## config.mk

```make
export PLATFORM = sky130hd
export DESIGN_NAME = bru_core
export DESIGN_NICKNAME = d
export VERILOG_FILES = /design/src/hdl/bru_pkg.sv /design/src/hdl/bru_core.sv /design/src/hdl/bru_target.sv
export VERILOG_INCLUDE_DIRS = /design/src /design/src/hdl
export SDC_FILE = /design/constraint.sdc
export NUM_CORES = 1
export LEC_CHECK = 0
export CAP_MARGIN = 10
export CORE_AREA = 5 5 182 114
export CTS_CLUSTER_SIZE = 40
export DETAILED_ROUTE_END_ITERATION = 6
export DIE_AREA = 0 0 187 119
export DONT_BUFFER_PORTS = 1
export MAX_ROUTING_LAYER = met4
export PLACE_DENSITY_LB_ADDON = 0.05
export REMOVE_ABC_BUFFERS = 1
export SYNTH_ARGS = -nofsm -noshare
export SYNTH_HDL_FRONTEND = slang
export SYNTH_SLANG_ARGS = --single-unit
```

## constraint.sdc

```tcl
create_clock -name clock -period 7.2 [get_ports clock]
set_input_delay 0.36 -clock clock [delete_from_list [all_inputs] [get_ports clock]]
set_output_delay 0.36 -clock clock [all_outputs]
set_load 0.05 [all_outputs]
```

## src/hdl/bru_consts.svh

```systemverilog
// constants for the branch instruction unit: opcodes, field positions, pc advances, reset values
`ifndef BRU_CONSTS_SVH
`define BRU_CONSTS_SVH
`define BRU_OP_RETURN_INT   8'h32
`define BRU_OP_LONG_JUMP    8'h02
`define BRU_OP_SHORT_JUMP   8'h80
`define BRU_OP_INDEXED_JUMP 8'h73
`define BRU_OP_COMPARE_JUMP_NOT_EQUAL_DIRECT  8'hb5
`define BRU_OP_COMPARE_JUMP_NOT_EQUAL_ACC_IMM 8'hb4
`define BRU_OP_JUMP_ACC_Z   8'h60
`define BRU_OP_JUMP_ACC_NZ  8'h70
`define BRU_OP_DECREMENT_JUMP_NONZERO_DIRECT  8'hd5
`define BRU_ABSOLUTE_PAGE_JUMP_LOW5       5'h01
`define BRU_COMPARE_JUMP_NOT_EQUAL_IND_HI7    7'h5b
`define BRU_COMPARE_JUMP_NOT_EQUAL_REG_HI5    5'h17
`define BRU_DECREMENT_JUMP_NONZERO_REG_HI5    5'h1b
`define BRU_PAGE_BITS       11
`define BRU_ADV_TWO         16'h0002
`define BRU_ADV_THREE       16'h0003
`define BRU_ADV_ONE         16'h0001
`define BRU_PC_RESET        16'h0000
`define BRU_SP_RESET        8'h07
`endif

```

## src/hdl/bru_pkg.sv

```systemverilog
// types shared by the branch instruction unit
package bru_pkg;
	typedef enum logic [1:0] {
		BRU_CMP_NONE,
		BRU_CMP_ACC,
		BRU_CMP_MEM
	} bru_cmp_e;
	typedef enum logic [3:0] {
		BRU_IDLE,
		BRU_FETCH1,
		BRU_FETCH2,
		BRU_MEM_RD,
		BRU_EXEC,
		BRU_POP_HI,
		BRU_POP_LO,
		BRU_DONE
	} bru_state_e;
endpackage : bru_pkg

```

## src/hdl/bru_core.sv

```systemverilog
// branch instruction unit: decode and execute of control transfer instructions
// Operation
// - long_jump loads full sixteen-bit target
// - absolute_page_jump replaces low eleven pc bits
// - compare accumulator immediate, branch if different
// - compare indirect byte via working register
// - compares set carry when first is less
// - decrement working register, branch if nonzero
// - relative branches: advance two (three for three-byte forms), add offset
`timescale 1ns/1ns
`include "bru_consts.svh"
module bru_core
	import bru_pkg::*;
(
	// clock and reset
	input  wire logic        clock,
	input  wire logic        arst_n,
	// instruction start
	input  wire logic        start,
	input  wire logic [7:0]  opcode,
	output logic             busy,
	output logic             done,
	// program memory
	output logic             code_req,
	output logic      [15:0] code_addr,
	input  wire logic        code_valid,
	input  wire logic [7:0]  code_data,
	// internal data memory
	output logic             data_rd,
	output logic             data_wr,
	output logic      [7:0]  data_addr,
	output logic      [7:0]  data_wdata,
	input  wire logic        data_valid,
	input  wire logic [7:0]  data_rdata,
	// core state
	input  wire logic [7:0]  acc,
	input  wire logic [15:0] data_pointer,
	input  wire logic [1:0]  reg_bank,
	output logic      [15:0] pc,
	output logic      [7:0]  sp,
	output logic             carry,
	output logic             carry_we,
	output logic             int_level_release,
	output logic             unknown_op
);
	bru_state_e  state, next_state;
	logic [7:0]  op, next_op;
	logic [7:0]  byte1, next_byte1;
	logic [7:0]  byte2, next_byte2;
	logic [7:0]  mem, next_mem;
	logic [15:0] next_pc;
	logic [7:0]  next_sp;
	logic        next_carry, next_carry_we, next_done, next_release, next_unknown;
	logic        next_code_req, next_data_rd, next_data_wr;
	logic [15:0] next_code_addr;
	logic [7:0]  next_data_addr, next_data_wdata;
	logic [7:0]  cmp_lhs, cmp_rhs, rel_off, dec_val;
	logic [15:0] rel_target;
	logic        ne, lt;
	logic [1:0]  len;
	logic        needs_mem;

	wire is_absolute_page_jump    = (op[4:0] == `BRU_ABSOLUTE_PAGE_JUMP_LOW5);
	wire is_compare_jump_not_equal_in = (op[7:1] == `BRU_COMPARE_JUMP_NOT_EQUAL_IND_HI7);
	wire is_compare_jump_not_equal_rg = (op[7:3] == `BRU_COMPARE_JUMP_NOT_EQUAL_REG_HI5);
	wire is_decrement_jump_nonzero_rg = (op[7:3] == `BRU_DECREMENT_JUMP_NONZERO_REG_HI5);
	wire is_compare_jump_not_equal    = is_compare_jump_not_equal_in || is_compare_jump_not_equal_rg || op == `BRU_OP_COMPARE_JUMP_NOT_EQUAL_ACC_IMM || op == `BRU_OP_COMPARE_JUMP_NOT_EQUAL_DIRECT;
	wire is_decrement_jump_nonzero    = is_decrement_jump_nonzero_rg || op == `BRU_OP_DECREMENT_JUMP_NONZERO_DIRECT;
	wire three_byte = is_compare_jump_not_equal || op == `BRU_OP_LONG_JUMP || op == `BRU_OP_DECREMENT_JUMP_NONZERO_DIRECT;
	wire [7:0] bank_base = {3'h0, reg_bank, 3'h0};

	// offset comes from the last operand byte
	assign rel_off = three_byte ? byte2 : byte1;
	assign cmp_lhs = (is_compare_jump_not_equal_in || is_compare_jump_not_equal_rg) ? mem : acc;
	assign cmp_rhs = (op == `BRU_OP_COMPARE_JUMP_NOT_EQUAL_DIRECT) ? mem : byte1;
	assign dec_val = mem - 8'h01;

	bru_target u_target (
		.pc         (pc),
		.offset     (rel_off),
		.lhs        (cmp_lhs),
		.rhs        (cmp_rhs),
		.rel_target (rel_target),
		.not_equal  (ne),
		.less_than  (lt)
	);

	always_comb begin
		len = 2'd0;
		if (opcode == `BRU_OP_RETURN_INT || opcode == `BRU_OP_INDEXED_JUMP)
			len = 2'd0;
		else if (opcode == `BRU_OP_LONG_JUMP || opcode == `BRU_OP_COMPARE_JUMP_NOT_EQUAL_ACC_IMM || opcode == `BRU_OP_COMPARE_JUMP_NOT_EQUAL_DIRECT
			|| opcode[7:1] == `BRU_COMPARE_JUMP_NOT_EQUAL_IND_HI7 || opcode[7:3] == `BRU_COMPARE_JUMP_NOT_EQUAL_REG_HI5
			|| opcode == `BRU_OP_DECREMENT_JUMP_NONZERO_DIRECT)
			len = 2'd2;
		else
			len = 2'd1;
	end

	// which instructions read a data byte before executing
	assign needs_mem = is_compare_jump_not_equal_in || is_compare_jump_not_equal_rg || is_decrement_jump_nonzero || op == `BRU_OP_COMPARE_JUMP_NOT_EQUAL_DIRECT;

	always_comb begin
		next_state      = state;
		next_op         = op;
		next_byte1      = byte1;
		next_byte2      = byte2;
		next_mem        = mem;
		next_pc         = pc;
		next_sp         = sp;
		next_carry      = carry;
		next_carry_we   = 1'b0;
		next_done       = 1'b0;
		next_release    = 1'b0;
		next_unknown    = 1'b0;
		next_code_req   = 1'b0;
		next_code_addr  = code_addr;
		next_data_rd    = 1'b0;
		next_data_wr    = 1'b0;
		next_data_addr  = data_addr;
		next_data_wdata = data_wdata;
		case (state)
			BRU_IDLE: begin
				if (start) begin
					next_op = opcode;
					// pc points at the opcode; operand bytes follow it
					if (opcode == `BRU_OP_RETURN_INT) begin
						next_data_rd   = 1'b1;
						next_data_addr = sp;
						next_state     = BRU_POP_HI;
					end else if (opcode == `BRU_OP_INDEXED_JUMP) begin
						next_state = BRU_EXEC;
					end else if (opcode[4:0] == `BRU_ABSOLUTE_PAGE_JUMP_LOW5 || len != 2'd1 || opcode == `BRU_OP_SHORT_JUMP
						|| opcode == `BRU_OP_JUMP_ACC_Z || opcode == `BRU_OP_JUMP_ACC_NZ
						|| opcode[7:3] == `BRU_DECREMENT_JUMP_NONZERO_REG_HI5) begin
						next_code_req  = 1'b1;
						next_code_addr = pc + `BRU_ADV_ONE;
						next_state     = BRU_FETCH1;
					end else begin
						// not a control transfer: flag it and step past the opcode
						next_unknown = 1'b1;
						next_done    = 1'b1;
						next_pc      = pc + `BRU_ADV_ONE;
					end
				end
			end
			BRU_FETCH1: begin
				next_code_req = 1'b1;
				if (code_valid) begin
					next_byte1 = code_data;
					if (three_byte) begin
						next_code_addr = code_addr + `BRU_ADV_ONE;
						next_state     = BRU_FETCH2;
					end else begin
						next_code_req = 1'b0;
						next_state    = needs_mem ? BRU_MEM_RD : BRU_EXEC;
						next_data_rd  = needs_mem;
						next_data_addr = bank_base | {5'h00, op[2:0]};
					end
				end
			end
			BRU_FETCH2: begin
				next_code_req = 1'b1;
				if (code_valid) begin
					next_byte2    = code_data;
					next_code_req = 1'b0;
					next_data_rd  = needs_mem;
					if (is_compare_jump_not_equal_in || is_compare_jump_not_equal_rg)
						next_data_addr = bank_base | {5'h00, op[2:0] & (is_compare_jump_not_equal_in ? 3'h1 : 3'h7)};
					else
						next_data_addr = byte1;
					next_state = needs_mem ? BRU_MEM_RD : BRU_EXEC;
				end
			end
			BRU_MEM_RD: begin
				next_data_rd = 1'b1;
				if (data_valid) begin
					next_data_rd = 1'b0;
					if (is_compare_jump_not_equal_in && mem == 8'h00 && data_addr[7:3] == bank_base[7:3]) begin
						// first read gave the pointer; now read the byte it addresses
						next_mem       = 8'h01;
						next_data_addr = data_rdata;
						next_data_rd   = 1'b1;
					end else begin
						next_mem   = data_rdata;
						next_state = BRU_EXEC;
					end
				end
			end
			BRU_EXEC: begin
				next_done  = 1'b1;
				next_state = BRU_IDLE;
				next_mem   = 8'h00;
				if (op == `BRU_OP_LONG_JUMP) begin
					next_pc = {byte1, byte2};
				end else if (is_absolute_page_jump) begin
					next_pc = pc + `BRU_ADV_TWO;
					next_pc = {next_pc[15:`BRU_PAGE_BITS], op[7:5], byte1};
				end else if (op == `BRU_OP_INDEXED_JUMP) begin
					next_pc = {8'h00, acc} + data_pointer;
				end else if (is_compare_jump_not_equal) begin
					next_pc = ne ? rel_target + `BRU_ADV_THREE : pc + `BRU_ADV_THREE;
					next_carry    = lt;
					next_carry_we = 1'b1;
				end else if (is_decrement_jump_nonzero) begin
					next_data_wr    = 1'b1;
					next_data_wdata = dec_val;
					if (is_decrement_jump_nonzero_rg)
						next_pc = (dec_val != 8'h00) ? rel_target + `BRU_ADV_TWO : pc + `BRU_ADV_TWO;
					else
						next_pc = (dec_val != 8'h00) ? rel_target + `BRU_ADV_THREE : pc + `BRU_ADV_THREE;
				end else begin
					if (op == `BRU_OP_SHORT_JUMP || (op == `BRU_OP_JUMP_ACC_Z && acc == 8'h00)
						|| (op == `BRU_OP_JUMP_ACC_NZ && acc != 8'h00))
						next_pc = rel_target + `BRU_ADV_TWO;
					else
						next_pc = pc + `BRU_ADV_TWO;
				end
			end
			BRU_POP_HI: begin
				next_data_rd = 1'b1;
				if (data_valid) begin
					next_pc[15:8]  = data_rdata;
					next_sp        = sp - 8'h01;
					next_data_addr = sp - 8'h01;
					next_state     = BRU_POP_LO;
				end
			end
			BRU_POP_LO: begin
				next_data_rd = 1'b1;
				if (data_valid) begin
					next_data_rd  = 1'b0;
					next_pc[7:0]  = data_rdata;
					next_sp       = sp - 8'h01;
					next_state    = BRU_DONE;
				end
			end
			default: begin
				next_release = 1'b1;
				next_done    = 1'b1;
				next_state   = BRU_IDLE;
			end
		endcase
	end

	always_ff @(posedge clock or negedge arst_n) begin
		if (!arst_n) begin
			state             <= BRU_IDLE;
			op                <= 8'h00;
			byte1             <= 8'h00;
			byte2             <= 8'h00;
			mem               <= 8'h00;
			pc                <= `BRU_PC_RESET;
			sp                <= `BRU_SP_RESET;
			carry             <= 1'b0;
			carry_we          <= 1'b0;
			done              <= 1'b0;
			int_level_release <= 1'b0;
			unknown_op        <= 1'b0;
			code_req          <= 1'b0;
			code_addr         <= 16'h0000;
			data_rd           <= 1'b0;
			data_wr           <= 1'b0;
			data_addr         <= 8'h00;
			data_wdata        <= 8'h00;
		end else begin
			state             <= next_state;
			op                <= next_op;
			byte1             <= next_byte1;
			byte2             <= next_byte2;
			mem               <= next_mem;
			pc                <= next_pc;
			sp                <= next_sp;
			carry             <= next_carry;
			carry_we          <= next_carry_we;
			done              <= next_done;
			int_level_release <= next_release;
			unknown_op        <= next_unknown;
			code_req          <= next_code_req;
			code_addr         <= next_code_addr;
			data_rd           <= next_data_rd;
			data_wr           <= next_data_wr;
			data_addr         <= next_data_addr;
			data_wdata        <= next_data_wdata;
		end
	end

	assign busy = (state != BRU_IDLE);
endmodule : bru_core

```

## src/hdl/bru_target.sv

```systemverilog
// branch target and compare arithmetic
`timescale 1ns/1ns
`include "bru_consts.svh"
module bru_target
	import bru_pkg::*;
(
	// program counter and operands
	input  wire logic [15:0] pc,
	input  wire logic [7:0]  offset,
	input  wire logic [7:0]  lhs,
	input  wire logic [7:0]  rhs,
	// results
	output logic      [15:0] rel_target,
	output logic             not_equal,
	output logic             less_than
);
	// offset is two's complement, sign extended to sixteen bits
	assign rel_target = pc + {{8{offset[7]}}, offset};
	assign not_equal  = (lhs != rhs);
	// unsigned compare: carry set when first operand below second
	assign less_than  = (lhs < rhs);
endmodule : bru_target

```

==> out/qor.txt, run 1 <==
status: finished, violations left
failing checks: DRC
ANT nets after route: 0
final setup fails: 0
largest net degree at the start of global routing: 100
post-synthesis mux area share: 0.0673
gr usage total: 0.358
Longest Clk Path Bufs: 2
CP Buf/Inv Count: 1
Slowest-stage cell, CP: dfrtp_1
actual slew at the worst max-slew pin: 1180 ps
final hold vios: 0
Worst slew margin: 0.211
routed vias/inst: 6.99
post-CTS sizing: 0
post-CTS setup buffers: 0
core area: 18,700 sq um
Post-CTS Hold Buffers: 2
Pre-antenna DRT Iters: 7
period utilization: 0.808
setup TNS: 0 ps
H-tree levels: 3
flop and latch count out of synthesis: 99
post-synthesis sequential area ratio: 0.243
final period demand of the worst path: 5820 ps
number of flops mapped to enable cells by yosys: 0
Die ar.: 22,300 sq um
Max Clock Freq: 172 MHz
PortBufs: 0
synth warn: 0
Max Slew Vio Count: 0
worst skew pair latency: 370 ps
crit-path cells: nor2_1, nand2_1, or3_1, buf_4, nand3_2, mux2_2, ha_1, a21oi_1, o21a_4, mux2_4, a311oi_4, nand4_4, nor4_1, xor2_1, a221oi_1, a221oi_2, a211o_1
initial antenna violation count: 0
Avg Cell Area, Syn: 7.74 sq um
xor/xnor share of the synthesized area: 0.103
Total Wirelength: 39,900 microns
cts bufs inserted: 9
GRT overflow: 0
fraction of layout cells with a size suffix above 1: 0.0898
Setup crit start kind: flop
Post-DP HPWL: 30,200 microns
RSZ-0062 raised after global routing: no
ys flop type: dfrtp_1
crit-path leading delay family: simple AND/OR/NAND/NOR gates
Starting Density: 0.544
Netlist Area Pre-Place: 10,200 sq um
IO Pins: 120
critical path class: reg2reg
Fillers: 1,772
CP Max Fanout: 17
adder and majority cell fraction of the synthesized area: 0.0580
R2R Setup Slk: 1380 ps
CTS root buf: clkbuf_16
number of global-route vias before repair: 9,597
post-synthesis async set-or-reset flop share: 1.00
crit end category: flop
Die Span Y: 119 microns
clk sink count: 99
fin nets: 1,377
Synth Area in Compound Gates: 0.255
skew final: 10.2 ps
total number of vias: 10,700
max-cap viol count: 0
clock-pin slew on the worst setup and hold paths: 80 ps
Simple-Gate Fraction of Synth Area: 0.221
Critical Path AT: 6070 ps
Final GP Congestion: 1.05
Hold Crit Class: in2reg
initial DRC count: 1,554
detailed-route DRC error count: 5
CTS tree: yes
Cells after Synth: 1,316
Distinct cells, synth: 90
first-pass GRT wire length: 60,200 microns
antenna cells: 0
row cnt: 39
Die W: 187 microns
area grow syn2layout: 4.84%
Worst Path Required: 7450 ps
largest family of logic cells by synthesized area: compound AO/OA/AOI/OAI gates
DR WL/cell: 26.1 microns
crit-path max cell delay: 540 ps
per-layer routing:
metal | wire length [microns] | up-vias | global-route usage
met4 | 1060 | 0 | 0.0873
li1 | - | 4744 | -
met2 | 14300 | 816 | 0.433
met5 | 0 | - | -
met1 | 17500 | 5010 | 0.523
met3 | 6940 | 101 | 0.166
layout make-up:
cell class                      count  area (sq um)  area share
Tap cell                          246           308      0.0288
Timing Repair Buffer               32           270      0.0253
Multi-Input combinational cell   1100          7190       0.673
Sequential cell                    99          2480       0.232
Inverter                           34           128      0.0119
Clock inverter                      3          46.3     0.00433
Clock buffer                       13           260      0.0244
worst register-to-register path: stages, from the launching register on:
cell      delay, ps
dfrtp_1         540
nor2_1          340
nand2_1         180
or3_1           380
buf_4           220
nand3_2         330
mux2_2          500
ha_1            450
a21oi_1         290
o21a_4          210
mux2_4          310
a311oi_4        430
nand4_4         250
nor4_1          380
xor2_1          120
a221oi_1        360
a221oi_2        110
a211o_1         280
flip-flops by register name (all words and copies together), names as in the netlist:
| register | flops |
|---|---|
| unknown_op | 1 |
| byte1 | 8 |
| int_level_release | 1 |
| data_addr | 8 |
| done | 1 |
| pc | 16 |
| data_wr | 1 |
| state | 3 |
| data_rd | 1 |
| code_addr | 16 |
| code_req | 1 |
| op | 8 |
| mem | 8 |
| data_wdata | 8 |
| carry | 1 |
| carry_we | 1 |
| sp | 8 |
| byte2 | 8 |
per-stage QoR:
| step | std cells | utilization | hold slack [ps] | worst slack, ps | instance area [sq um] |
|---|---|---|---|---|---|
| 6_report | 1527 | 0.570 | 109 | 1380 | 10700 |
| 5_1_grt | 1527 | 0.570 | 105 | 1070 | 10700 |
| 4_1_cts | 1526 | 0.569 | 105 | 1490 | 10700 |
| 3_5_place_dp | 1508 | 0.551 | 67.9 | 1510 | 10300 |
| 3_3_place_gp | 1508 | 0.551 | 67.2 | 1710 | 10300 |
| 2_1_floorplan | 1233 | - | 64.4 | 2020 | 9790 |
kinds of logic (layout without fill, tap and decap cells):
logic type      Yosys count  in the layout
xor+xnor                117            117
buf+inv                 117             82
compound gates          399            399
flops                    99             99
fa+ha+maj                46             46
simple gates            478            478
mux                      60             60
synthesized netlist by cell type, types with 22 or more instances:
cell	number	area share
xnor2_1	72	0.062
mux2i_1	22	0.022
inv_1	31	0.011
ha_1	44	0.054
dfrtp_1	96	0.24
nor2_1	129	0.048
nand3_1	43	0.021
nor3_1	36	0.018
xor2_1	43	0.037
o21ai_0	92	0.045
a21oi_1	107	0.053
clkbuf_1	64	0.024
mux2_2	34	0.038
nand2_1	163	0.060
final timing paths:
kind | depth (start not counted) | endpoint | startpoint
min in group asynchronous | 2 | data_addr[1]$_DFFE_PN0P_ | arst_n
worst max-delay path | 17 | pc[14]$_DFFE_PN0P_ | op[3]$_DFFE_PN0P_
worst max register to register | 17 | pc[14]$_DFFE_PN0P_ | op[3]$_DFFE_PN0P_
worst min-delay path | 2 | byte1[1]$_DFFE_PN0P_ | code_data[1]
max in group asynchronous | 2 | pc[6]$_DFFE_PN0P_ | arst_n
worst min register to register | 1 | byte2[5]$_DFFE_PN0P_ | byte2[5]$_DFFE_PN0P_
cells in the final DEF (no fill, tap or decap), types with 8 or more instances in the layout:
cell       instances
dfrtp_1           96
inv_1             31
a221oi_1          10
xor2_1            43
a311oi_1           9
nor4_1            12
o21a_1            11
o211ai_1          11
a21oi_1          107
ha_1              44
a31oi_1           21
mux2i_1           22
a211oi_1          13
clkbuf_16          9
a21o_1            13
nor2_1           129
nand4_1           18
and3_1            11
o22a_1            11
nor3_1            36
xnor2_1           72
mux2_2            34
and2_1             8
o21ai_0           92
nand2_1          163
nand3_1           43
a22oi_1            9
o22ai_1           19
buf_4             29
a22o_1             9
Power of run 1 is left out: the tool's default activity adds up to more than one toggle a clock period on the data nets, which glitch-free logic cannot reach.
==> inputs of run 2 (changes only) <==
==> constraint.sdc (replaced) <==
create_clock -name clock -period 5.3 [get_ports clock]
set_input_delay 0.265 -clock clock [delete_from_list [all_inputs] [get_ports clock]]
set_output_delay 0.265 -clock clock [all_outputs]
set_load 0.05 [all_outputs]
==> run 2 against run 1 <==
The run now ends clean. Clock-buffer cell count decreased by 1. First-iteration DRC count shrank 0.19%. Sequential share of layout area fell by 0.78 points. Sequential cell count unchanged. Worst hold slack lost 88 ps. Fmax is 11% higher. Setup slack got worse by 1300 ps. Die area did not move. Global-route usage increased by 0.14 points. Clock skew grew 2.8 ps. Critical endpoint unchanged.
==> out/qor.txt, run 2 (synthesis gave the netlist of run 1 again) <==
Post-DP HPWL: 30,600 microns
biggest regs: code_addr x16, pc x16
hold path startpoint: data_rdata[3]
clock-pin slew on the worst setup and hold paths: 80 ps
Finished Core Util: 0.590
critical path class: reg2reg
routed vias/inst: 6.89
worst r2r src: op[0]$_DFFE_PN0P_
gr usage total: 0.359
largest net degree at the start of global routing: 100
CP Buf/Inv Count: 0
detailed-route DRC error count: 0
Die ar.: 22,300 sq um
CTS tree: yes
Worst Path Required: 5560 ps
Max Slew Vio Count: 0
Pre-antenna DRT Iters: 7
clk sink count: 99
PortBufs: 0
Critical Path AT: 5500 ps
status: completed
Final GP Congestion: 1.06
Total Wirelength: 40,100 microns
area grow syn2layout: 8.47%
period utilization: 0.989
final hold vios: 0
fin nets: 1,416
crit-path max cell delay: 710 ps
commonest cells after routing, fill and taps aside: nand2_1 (163), nor2_1 (128), a21oi_1 (106)
crit-path cells: or4_1, or3_1, nand3_2, mux2_2, ha_1, and3_1, a221oi_2, o31ai_4, a21o_1, xnor2_1, nor4_1, xor2_1, a221oi_1, a221oi_2, a211o_1
fraction of layout cells with a size suffix above 1: 0.124
R2R Setup Slk: 60 ps
Die Span Y: 119 microns
Setup crit start kind: flop
Longest Clk Path Bufs: 2
ANT nets after route: 0
core area: 18,700 sq um
CP Max Fanout: 8
max-cap viol count: 0
final period demand of the worst path: 5240 ps
H-tree levels: 3
GRT overflow: 0
RSZ-0062 raised after global routing: yes
initial antenna violation count: 1
Slowest-stage cell, CP: xnor2_1
crit path launch: op[0]$_DFFE_PN0P_
row cnt: 39
CTS root buf: clkbuf_16
Die W: 187 microns
final setup fails: 0
most common cell after layout, fill and taps aside: nand2_1
skew final: 13.0 ps
DR WL/cell: 25.6 microns
Starting Density: 0.544
worst skew pair latency: 370 ps
crit end category: flop
crit-path leading delay family: simple AND/OR/NAND/NOR gates
Hold Crit Class: in2reg
cts bufs inserted: 9
IO Pins: 120
Worst slew margin: 0.323
Max Clock Freq: 191 MHz
initial DRC count: 1,551
most used cell, CP: a221oi_2
number of global-route vias before repair: 9,680
first-pass GRT wire length: 60,400 microns
total number of vias: 10,800
Final Instance Area: 11,100 sq um
Post-DP Area: 10,600 sq um
actual slew at the worst max-slew pin: 1010 ps
-- run 2: changes by cell type in the layout (fill, tap and decap cells not counted), sizes merged --
cell | previous run | this run
diode | 0 | 1
clkinv | 3 | 4
clkbuf | 13 | 12
buf | 31 | 70
-- run 2: layout make-up --
type,instances,area [sq um]
Multi-Input combinational cell,1100,7260
Tap cell,246,308
Clock buffer,12,256
Fill cell,1786,7680
Timing Repair Buffer,71,556
Inverter,34,128
Sequential cell,99,2480
Clock inverter,4,57.6
Antenna cell,1,2.50
-- run 2: final timing paths --
| path | cells past startpoint | endpoint |
|---|---|---|
| max | 15 | pc[14]$_DFFE_PN0P_ |
| max in group asynchronous | 2 | code_addr[5]$_DFFE_PN0P_ |
| min in group asynchronous | 2 | state[0]$_DFFE_PN0P_ |
| min | 1 | mem[3]$_DFFE_PN0P_ |
| min reg2reg | 2 | state[1]$_DFFE_PN0P_ |
| max reg2reg | 15 | pc[14]$_DFFE_PN0P_ |
-- run 2: per-layer routing --
metal	part of all wire	wire (microns)	GRT usage
met1	0.44	17600	0.522
met2	0.37	14800	0.446
met3	0.17	6730	0.165
met4	0.021	861	0.0748
met5	0	0	-
-- run 2: timing repair --
action	in CTS	in global routing
hold buffers	2	0
buffers inserted	0	4
hold endpoints to repair	99	0
setup endpoints to repair	0	9
resized for setup	0	12
-- run 2: metrics by stage --
step / cells / setup TNS [ps] / setup WS, ps / hold WS, ps
6_report: 1567 / 0 / 57.5 / 21.3
5_1_grt: 1567 / -124 / -101 / 17.5
4_1_cts: 1562 / 0 / 30.3 / 15.6
3_5_place_dp: 1544 / 0 / 46.0 / -28.3
3_3_place_gp: 1544 / 0 / 56.8 / -28.3
2_1_floorplan: 1233 / 0 / 115 / -30.6
Power of run 2 is left out for the same reason.
